$ cat src/pmus_regs.vh
// register offsets, field positions, reset values and timing for the sequencer
// assumes a 20 MHz sys_clk and a byte-wide register port
`ifndef PMUS_REGS_VH
`define PMUS_REGS_VH
`define PMUS_CLK_HZ 20000000
`define PMUS_OFF_REG_CTRL 8'h0a
`define PMUS_OFF_CMP_CTRL 8'h0b
`define PMUS_OFF_INT_EN 8'h0c
`define PMUS_OFF_INT_STAT 8'h0d
`define PMUS_OFF_INT_POL 8'h0e
`define PMUS_RST_REG_CTRL 8'h03
`define PMUS_RST_CMP_CTRL 8'h18
`define PMUS_RST_INT_EN 8'h00
`define PMUS_RST_INT_POL 8'h00
`define PMUS_BIT_EN1 0
`define PMUS_BIT_EN2 1
`define PMUS_BIT_HYST2 6
`define PMUS_CODE_MSB 5
`define PMUS_BIT_POL 0
`define PMUS_QUAL_MS 15
`define PMUS_GAP_MS 2
`define PMUS_INIT_MS 150
`define PMUS_SHUT_MS 4
`define PMUS_DIS_MS 14
`define PMUS_MIN_SLEEP_MS 12
`define PMUS_MS_CYCLES (`PMUS_CLK_HZ / 1000)
`endif

$ cat src/pmus_ms_tick.v
// millisecond enable pulse divider
// assumes sys_clk at the rate given in the header
`timescale 1ns/1ns
`include "pmus_regs.vh"
module pmus_ms_tick #(
  parameter DIV = `PMUS_MS_CYCLES
) (
  // clock and reset
  input wire sys_clk,
  input wire rst_b,
  // running enable and tick
  input wire run,
  output reg tick
);
  reg [31:0] cnt_reg;
  always @(posedge sys_clk or negedge rst_b) begin
    if (!rst_b) begin
      cnt_reg <= 32'h0;
      tick <= 1'b0;
    end else if (!run) begin
      cnt_reg <= 32'h0;
      tick <= 1'b0;
    end else if (cnt_reg == DIV - 1) begin
      cnt_reg <= 32'h0;
      tick <= 1'b1;
    end else begin
      cnt_reg <= cnt_reg + 32'h1;
      tick <= 1'b0;
    end
  end
endmodule

$ cat src/pmus_ms_timer.v
// millisecond down counter, loaded then counts ticks to done
// assumes tick is a one-cycle pulse per millisecond
`timescale 1ns/1ns
module pmus_ms_timer (
  // clock and reset
  input wire sys_clk,
  input wire rst_b,
  // load and tick
  input wire load,
  input wire [7:0] load_ms,
  input wire tick,
  // status
  output wire done
);
  reg [7:0] cnt_reg;
  assign done = (cnt_reg == 8'h00);
  always @(posedge sys_clk or negedge rst_b) begin
    if (!rst_b) begin
      cnt_reg <= 8'h00;
    end else if (load) begin
      cnt_reg <= load_ms;
    end else if (tick && !done) begin
      cnt_reg <= cnt_reg - 8'h01;
    end
  end
endmodule

$ cat src/pmus_sequencer.v
// power unit sequencer: start-up order, sleep handshake, faults, interrupt registers
// assumes analogue comparators arrive as levels synchronous to sys_clk
// Contract
// wait 15 ms after supply qualifies before configuring regulators
// regulator 1 bypass when option enabled and supply below 3.2 V
// start order 3, 1, 2 with 2 ms gap before each
// no enable input; sequence starts when supply is good
// software disables regulators 1 and 2 by control bits
// 150 ms quiet, then init released high, control mirrors request
// controller pulls init low; device then holds it low until reset
// rising request mirrored; sleep entered only if overrides and init low
// sleep entry shuts outputs over 4 ms, control low, active high
// request falling early keeps active high until discharge done
// request low and discharged: active low, restart in order
// short request releases after programmable 14 ms discharge time
// minimum sleep time of 12 ms always held; code ends sleep sooner when an override or init goes high
// override or init high during sleep ends it, control follows request
// under or overvoltage resets registers; overvoltage disables all regulators
// overtemperature resets everything, rerun power-up afterwards
// status shows live conditions, read does not clear
// status bits for regulator power-good flags and comparator
// each condition enabled by its own enable bit
// comparator threshold code resets to 6'h18
// polarity bit 0 sets comparator pin sense
// comparator control bit doubles falling hysteresis
// intervals counted from oscillator ticks; irq is or of enabled status
`timescale 1ns/1ns
`include "pmus_regs.vh"
module pmus_sequencer #(
  parameter MS_DIV = `PMUS_MS_CYCLES,
  parameter [7:0] DISCHARGE_MS = `PMUS_DIS_MS,
  parameter [7:0] MIN_SLEEP_MS = `PMUS_MIN_SLEEP_MS
) (
  // clock and reset
  input wire sys_clk,
  input wire rst_b,
  // supply and temperature monitors
  input wire supply_good,
  input wire overvoltage_lockout,
  input wire thermal_shutdown,
  input wire bypass_option,
  input wire vin_below_bypass,
  // regulator flags and comparator
  input wire [2:0] reg_pgood,
  input wire comp_above,
  // regulator controls
  output reg [2:0] reg_enable,
  output reg reg1_bypass,
  output reg osc_enable,
  // sleep pins
  input wire sleep_request_in,
  input wire sleep_override_1,
  input wire sleep_override_2,
  input wire init_pin_in,
  output reg init_pin_out,
  output reg init_pin_oe,
  output reg sleep_control_out,
  output reg sleep_control_oe,
  output reg sleep_active_out,
  // comparator setup and pins
  output reg [5:0] comp_code,
  output reg comp_hyst_double,
  output reg irq_out,
  output reg comp_pin_out,
  // register port
  input wire reg_wr,
  input wire [7:0] reg_addr,
  input wire [7:0] reg_wdata,
  output reg [7:0] reg_rdata
);
  localparam S_OFF = 9'h001;
  localparam S_QUAL = 9'h002;
  localparam S_GAP3 = 9'h004;
  localparam S_GAP1 = 9'h008;
  localparam S_GAP2 = 9'h010;
  localparam S_RUN = 9'h020;
  localparam S_SHUT = 9'h040;
  localparam S_SLEEP = 9'h080;
  localparam S_WAKE = 9'h100;

  reg [8:0] state_reg;
  reg [8:0] state_next;
  reg [7:0] reg_ctrl_reg;
  reg [7:0] cmp_ctrl_reg;
  reg [7:0] int_en_reg;
  reg [7:0] int_pol_reg;
  reg init_done_reg;
  reg init_held_reg;
  reg init_prev_reg;
  reg req_prev_reg;
  reg load_seq;
  reg [7:0] load_ms;
  reg load_min;
  wire fault;
  wire soft_rst_b;
  wire tick;
  wire seq_done;
  wire min_done;
  wire init_window_done;
  wire gate_ok;
  wire [7:0] status;

  // faults hold the whole block in reset
  assign fault = !supply_good || overvoltage_lockout || thermal_shutdown;
  assign soft_rst_b = rst_b && !fault;
  assign gate_ok = !sleep_override_1 && !sleep_override_2 && !init_pin_in;
  // live, unlatched status
  assign status = {4'h0, comp_above, reg_pgood[2], reg_pgood[1], reg_pgood[0]};

  // millisecond tick, running everywhere but the off state
  pmus_ms_tick #(
    .DIV(MS_DIV)
  ) u_tick (
    .sys_clk(sys_clk),
    .rst_b(soft_rst_b),
    .run(state_reg != S_OFF),
    .tick(tick)
  );

  pmus_ms_timer u_seq (
    .sys_clk(sys_clk),
    .rst_b(soft_rst_b),
    .load(load_seq),
    .load_ms(load_ms),
    .tick(tick),
    .done(seq_done)
  );

  pmus_ms_timer u_init (
    .sys_clk(sys_clk),
    .rst_b(soft_rst_b),
    .load(state_reg == S_OFF),
    .load_ms(8'd`PMUS_INIT_MS),
    .tick(tick),
    .done(init_window_done)
  );

  pmus_ms_timer u_min (
    .sys_clk(sys_clk),
    .rst_b(soft_rst_b),
    .load(load_min),
    .load_ms(MIN_SLEEP_MS),
    .tick(tick),
    .done(min_done)
  );

  // sequence state machine
  always @* begin
    state_next = state_reg;
    load_seq = 1'b0;
    load_ms = 8'h00;
    load_min = 1'b0;
    case (state_reg)
      S_OFF: begin
        // automatic start, no enable pin
        state_next = S_QUAL;
        load_seq = 1'b1;
        load_ms = 8'd`PMUS_QUAL_MS;
      end
      S_QUAL: begin
        if (seq_done) begin
          // qualification delay done
          state_next = S_GAP3;
          load_seq = 1'b1;
          load_ms = 8'd`PMUS_GAP_MS;
        end
      end
      S_GAP3: begin
        if (seq_done) begin
          state_next = S_GAP1;
          load_seq = 1'b1;
          load_ms = 8'd`PMUS_GAP_MS;
        end
      end
      S_GAP1: begin
        if (seq_done) begin
          state_next = S_GAP2;
          load_seq = 1'b1;
          load_ms = 8'd`PMUS_GAP_MS;
        end
      end
      S_GAP2: begin
        if (seq_done) begin
          state_next = S_RUN;
        end
      end
      S_RUN: begin
        // entry gated by overrides and init pin
        if (init_done_reg && sleep_request_in && !req_prev_reg && gate_ok) begin
          state_next = S_SHUT;
          load_seq = 1'b1;
          load_ms = 8'd`PMUS_SHUT_MS;
          load_min = 1'b1;
        end
      end
      S_SHUT: begin
        if (!gate_ok) begin
          // override ends sleep
          state_next = S_GAP3;
          load_seq = 1'b1;
          load_ms = 8'd`PMUS_GAP_MS;
        end else if (seq_done) begin
          // timed shutdown of 4 ms
          state_next = S_SLEEP;
          load_seq = 1'b1;
          load_ms = DISCHARGE_MS;
        end
      end
      S_SLEEP: begin
        if (!gate_ok) begin
          state_next = S_GAP3;
          load_seq = 1'b1;
          load_ms = 8'd`PMUS_GAP_MS;
        end else if (!sleep_request_in && seq_done && min_done) begin
          // discharge and minimum sleep both honoured
          state_next = S_WAKE;
        end
      end
      S_WAKE: begin
        // restart in the normal order
        state_next = S_GAP3;
        load_seq = 1'b1;
        load_ms = 8'd`PMUS_GAP_MS;
      end
      default: begin
        state_next = S_OFF;
      end
    endcase
  end

  always @(posedge sys_clk or negedge soft_rst_b) begin
    if (!soft_rst_b) begin
      state_reg <= S_OFF;
      req_prev_reg <= 1'b0;
      init_prev_reg <= 1'b0;
      init_done_reg <= 1'b0;
      init_held_reg <= 1'b0;
    end else begin
      state_reg <= state_next;
      req_prev_reg <= sleep_request_in;
      init_prev_reg <= init_pin_in;
      if (init_window_done && state_reg != S_OFF) begin
        init_done_reg <= 1'b1;
      end
      // falling edge on the released init pin latches it low
      if (init_done_reg && init_prev_reg && !init_pin_in) begin
        init_held_reg <= 1'b1;
      end
    end
  end

  // regulator and pin outputs
  always @(posedge sys_clk or negedge soft_rst_b) begin
    if (!soft_rst_b) begin
      // all regulators off in any fault
      reg_enable <= 3'b000;
      reg1_bypass <= 1'b0;
      osc_enable <= 1'b1;
      init_pin_out <= 1'b0;
      init_pin_oe <= 1'b0;
      sleep_control_out <= 1'b0;
      sleep_control_oe <= 1'b0;
      sleep_active_out <= 1'b0;
    end else begin
      // bypass chosen when configuration is decided
      if (state_reg == S_QUAL && seq_done) begin
        reg1_bypass <= bypass_option && vin_below_bypass;
      end
      // staggered start 3, 1, 2 with software disables
      case (state_reg)
        S_OFF, S_QUAL, S_GAP3, S_SHUT, S_SLEEP, S_WAKE: begin
          reg_enable <= 3'b000;
        end
        S_GAP1: begin
          reg_enable <= 3'b100;
        end
        S_GAP2: begin
          reg_enable <= {1'b1, 1'b0, reg_ctrl_reg[`PMUS_BIT_EN1]};
        end
        default: begin
          reg_enable <= {1'b1, reg_ctrl_reg[`PMUS_BIT_EN2], reg_ctrl_reg[`PMUS_BIT_EN1]};
        end
      endcase
      osc_enable <= (state_reg != S_SLEEP);
      if (!init_done_reg) begin
        // quiet window: all sleep pins low or released
        init_pin_out <= 1'b0;
        init_pin_oe <= 1'b0;
        sleep_control_out <= 1'b0;
        sleep_control_oe <= 1'b0;
        sleep_active_out <= 1'b0;
      end else begin
        init_pin_out <= 1'b0;
        init_pin_oe <= init_held_reg;
        sleep_control_oe <= 1'b1;
        // active high through shutdown and sleep
        sleep_active_out <= (state_reg == S_SHUT || state_reg == S_SLEEP) && gate_ok;
        if ((state_reg == S_SHUT || state_reg == S_SLEEP) && gate_ok) begin
          sleep_control_out <= 1'b0;
        end else begin
          // mirror request otherwise
          sleep_control_out <= sleep_request_in;
        end
      end
    end
  end

  // register file, reset to its default values on any fault
  always @(posedge sys_clk or negedge soft_rst_b) begin
    if (!soft_rst_b) begin
      reg_ctrl_reg <= `PMUS_RST_REG_CTRL;
      cmp_ctrl_reg <= `PMUS_RST_CMP_CTRL;
      int_en_reg <= `PMUS_RST_INT_EN;
      int_pol_reg <= `PMUS_RST_INT_POL;
    end else if (reg_wr) begin
      case (reg_addr)
        `PMUS_OFF_REG_CTRL: reg_ctrl_reg <= {6'h00, reg_wdata[1:0]};
        `PMUS_OFF_CMP_CTRL: cmp_ctrl_reg <= {1'b0, reg_wdata[6:0]};
        `PMUS_OFF_INT_EN: int_en_reg <= {4'h0, reg_wdata[3:0]};
        `PMUS_OFF_INT_POL: int_pol_reg <= {7'h00, reg_wdata[0]};
        default: reg_ctrl_reg <= reg_ctrl_reg;
      endcase
    end
  end

  // read data and comparator outputs
  always @(posedge sys_clk or negedge soft_rst_b) begin
    if (!soft_rst_b) begin
      reg_rdata <= 8'h00;
      comp_code <= 6'h18;
      comp_hyst_double <= 1'b0;
      irq_out <= 1'b0;
      comp_pin_out <= 1'b1;
    end else begin
      case (reg_addr)
        `PMUS_OFF_REG_CTRL: reg_rdata <= reg_ctrl_reg;
        `PMUS_OFF_CMP_CTRL: reg_rdata <= cmp_ctrl_reg;
        `PMUS_OFF_INT_EN: reg_rdata <= int_en_reg;
        // read has no side effect
        `PMUS_OFF_INT_STAT: reg_rdata <= status;
        `PMUS_OFF_INT_POL: reg_rdata <= int_pol_reg;
        default: reg_rdata <= 8'h00;
      endcase
      // threshold code field
      comp_code <= cmp_ctrl_reg[`PMUS_CODE_MSB:0];
      // doubled falling hysteresis
      comp_hyst_double <= cmp_ctrl_reg[`PMUS_BIT_HYST2];
      // or of enabled live status
      irq_out <= |(status & int_en_reg);
      // polarity 0 gives low when above threshold
      comp_pin_out <= int_pol_reg[`PMUS_BIT_POL] ? comp_above : !comp_above;
    end
  end
endmodule

$ cat config.mk
export PLATFORM = sky130hd
export DESIGN_NAME = pmus_sequencer
export DESIGN_NICKNAME = d
export VERILOG_FILES = /design/src/pmus_ms_tick.v /design/src/pmus_ms_timer.v /design/src/pmus_sequencer.v
export VERILOG_INCLUDE_DIRS = /design/src /design/src/src
export SDC_FILE = /design/constraint.sdc
export NUM_CORES = 1
export LEC_CHECK = 0
export BUFFER_PORTS_ARGS = -buffer_cell sky130_fd_sc_hd__buf_4
export CAP_MARGIN = 40
export CORE_MARGIN = 2
export CORE_UTILIZATION = 59
export DETAILED_ROUTE_END_ITERATION = 10
export HOLD_SLACK_MARGIN = 0.12
export PLACE_DENSITY = 0.86
export REMOVE_ABC_BUFFERS = 1
export SKIP_LAST_GASP = 1
export SYNTH_ARGS = -nofsm -noshare
export SYNTH_HDL_FRONTEND = slang
export SYNTH_HIERARCHICAL = 1
export SYNTH_SLANG_ARGS = --single-unit
$ cat constraint.sdc
create_clock -name sys_clk -period 19.66 [get_ports sys_clk]
set_clock_uncertainty 0.1 [all_clocks]
set_input_delay 0.983 -clock sys_clk [delete_from_list [all_inputs] [get_ports sys_clk]]
set_output_delay 0.983 -clock sys_clk [all_outputs]
set_load 0.1 [all_outputs]
==> results.json <==
{
  "cts_setup_buffers": 0,
  "cp-end-kind": "flop",
  "crit_slowest_cell": "or3b_2",
  "clockRootBuffer": "clkbuf_8",
  "crit_chain": "inv_1 > ha_1 > or3b_2 > nor2_1 > a211o_1 > nand2b_1 > clkinv_1 > o311a_1 > a221o_1",
  "cts.repair.resized": 0,
  "ant_nets": 0,
  "rrSetupSlack_ns": 16.32,
  "min_path_type": "reg2reg",
  "dieArea_um2": 10400,
  "crit_path_start_kind": "flop",
  "h-tree-depth": 3,
  "drive_gt1_share_pct": 19.1,
  "vdd_drop_max_mv": 0.0518,
  "grt_use_total_pct": 24.8,
  "r2r-end": "u_seq/cnt_reg[7]",
  "synthFlopType": "dfrtp_1",
  "min_from": "cmp_ctrl_reg[4]",
  "avgSynthCellArea_um2": 10.1,
  "run_status": "finished, final reports clean",
  "async_flop_share_pct": 100,
  "ys_warn_count": 6,
  "r2r_cells": 9,
  "drv_cap": 0,
  "cts_max_path_buffers": 2,
  "place_congestion": 0.894,
  "ys_types": 72,
  "die_h_um": 102,
  "critical_path_required_ns": 19.83,
  "cp_num_buf_inv": 2,
  "antenna_found_initial": 0,
  "start_util_pct": 61.3,
  "synth-seq-area-share_pct": 48.2,
  "grt_max_degree": 65,
  "rows": 35,
  "relSlewSlack_pct": 52.5,
  "hold_depth": 0,
  "hold_ws_ns": 0.274,
  "clock_sinks": 109,
  "netlist_instances": 561,
  "ios": 59,
  "clock.fmax_mhz": 299,
  "critPathMaxStageDelay_ns": 0.50,
  "clk_latency_ns": 0.38,
  "holdPathEnd": "comp_code[4]",
  "max_slew.worst_pin.slew_ns": 0.705,
  "portBuffers": 55,
  "detail_route.wl_per_cell_um": 15.7,
  "setup_viol": 0,
  "post-route-period-util_pct": 17.0,
  "grt_pass1_wl_um": 20700,
  "finalMaxSlewViolations": 0,
  "antenna_cells": 0,
  "wirelength_um": 12000,
  "syn_to_final_growth_pct": 14.2,
  "layout_commonest_cell": "dfrtp_1",
  "die_x_um": 102,
  "numCtsBuffers": 9,
  "setup_slack_ns": 16.32,
  "drt_iter0_drc": 273,
  "rsz0062_at_grt": "no",
  "grt_pass1_vias": 4432,
  "worstSetupPathType": "reg2reg",
  "fin_util_pct": 70.0,
  "hold_viol": 0,
  "crit_arrival_ns": 3.52,
  "ctsHoldBuffers": 0,
  "core_um2": 9280,
  "power_density_nw_per_um2": 62.0,
  "vias_per_cell": 6.13,
  "first_pass_iters": 5,
  "final.setup.tns_ns": 0,
  "clk_pin_slew_ns": 0.11,
  "drc": 0,
  "yosys_register_bits": 109,
  "design_area_um2": 6500,
  "dp_hpwl_um": 8570,
  "r2r-start": "u_seq/cnt_reg[0]",
  "dpl_worst_slack_ns": 16.35,
  "synth_edf_count": 0,
  "cts_tree": "yes",
  "synth_area_um2": 5690,
  "nFillCells": 699,
  "finalNetCount": 668,
  "final_cell_mix": "100 x dfrtp_1, 58 x buf_4, 39 x nor2_1, 32 x nand2_1, 28 x o21ai_0",
  "leakage_nw": 2.97,
  "overflow": 0,
  "crit_fanout": 14,
  "largest_reg_flops": 32,
  "routed-via-count": 4680,
  "placed_cell_area_um2": 6300,
  "cp_top_family": "simple AND/OR/NAND/NOR gates",
  "period_needed_ns": 3.34
}
==> Yosys cell counts, drive strengths merged, types with 7 or more instances <==
| master | number | area share [%] |
|---|---|---|
| or3 | 16 | 1.8 |
| or4 | 16 | 2.2 |
| nor2 | 40 | 2.9 |
| and2 | 8 | 0.88 |
| o31ai | 8 | 1.1 |
| a211o | 7 | 1.1 |
| inv | 22 | 1.5 |
| nand3 | 23 | 2.1 |
| xnor2 | 13 | 2.0 |
| dfstp | 9 | 4.2 |
| nor3b | 9 | 1.2 |
| buf | 12 | 1.2 |
| clkbuf | 10 | 0.66 |
| nand4 | 19 | 2.5 |
| o21ai | 29 | 2.6 |
| nor2b | 7 | 0.77 |
| or3b | 7 | 1.1 |
| mux2 | 17 | 3.8 |
| and4 | 7 | 1.1 |
| nor3 | 22 | 2.0 |
| nand2 | 34 | 2.4 |
| dfrtp | 100 | 44 |
| a21oi | 27 | 2.4 |
| nor4 | 17 | 2.0 |
| ha | 7 | 1.5 |
==> worst register-to-register path: cells and delay by family (launching register included) <==
family | cells | cell delay, ns
AO/OA/AOI/OAI | 3 | 0.72
adder cells (fa/ha/maj) | 1 | 0.21
buffers and inverters | 2 | 0.52
flip-flops | 1 | 0.42
AND/OR/NAND/NOR | 3 | 1.30
==> per-layer routing <==
metal / track usage (%) / wire [um]
met1: 33.6 / 5270
met2: 40.7 / 5950
met3: 4.31 / 586
met4: 8.31 / 176
met5: 0 / 0
==> cell type report <==
type / instances / area, um2 / share of cell area [%]
inverter: 25 / 93.8 / 1.44
tap: 129 / 161 / 2.48
clock buffer: 9 / 124 / 1.91
multi-input combinational: 425 / 2850 / 43.8
timing repair buffer: 59 / 463 / 7.13
sequential: 109 / 2740 / 42.2
clock inverter: 7 / 67.6 / 1.04
==> power breakdown <==
part	total (W)	internal [W]	switching (W)
Combinational	0.0000362	0.0000120	0.0000242
Sequential	0.000235	0.000230	0.00000419
Clock	0.000132	0.0000494	0.0000826
==> logic make-up after synthesis <==
kind of cell	Yosys count	synth area share [%]
flip-flops	109	48.2
buffers and inverters	47	3.54
XOR/XNOR	19	2.93
adder cells (fa/ha/maj)	7	1.54
AO/OA/AOI/OAI	118	14.3
other	2	0.132
multiplexers	18	4.00
AND/OR/NAND/NOR	241	25.3
==> metrics by stage <==
stage,instances,total power (W)
after floorplan,559,0.000262
after global placement,746,0.000273
after detailed placement,747,0.000275
after CTS,763,0.000407
after global routing,763,0.000421
final,763,0.000403
==> worst max-delay path by stage <==
| stage | start | cells past startpoint | endpoint | slack, ns |
|---|---|---|---|---|
| global placement | u_seq/cnt_reg[0] | 9 | u_seq/cnt_reg[7] | 16.45 |
| finish | u_seq/cnt_reg[0] | 9 | u_seq/cnt_reg[7] | 16.32 |
| detailed placement | u_seq/cnt_reg[0] | 9 | u_seq/cnt_reg[7] | 16.35 |
| CTS | u_seq/cnt_reg[0] | 9 | u_seq/cnt_reg[7] | 16.35 |
| floorplan | thermal_shutdown | 1 | cmp_ctrl_reg[0] | 3.80 |
| global route | u_seq/cnt_reg[0] | 9 | u_seq/cnt_reg[7] | 16.06 |
(Power assumes the default switching activity.)
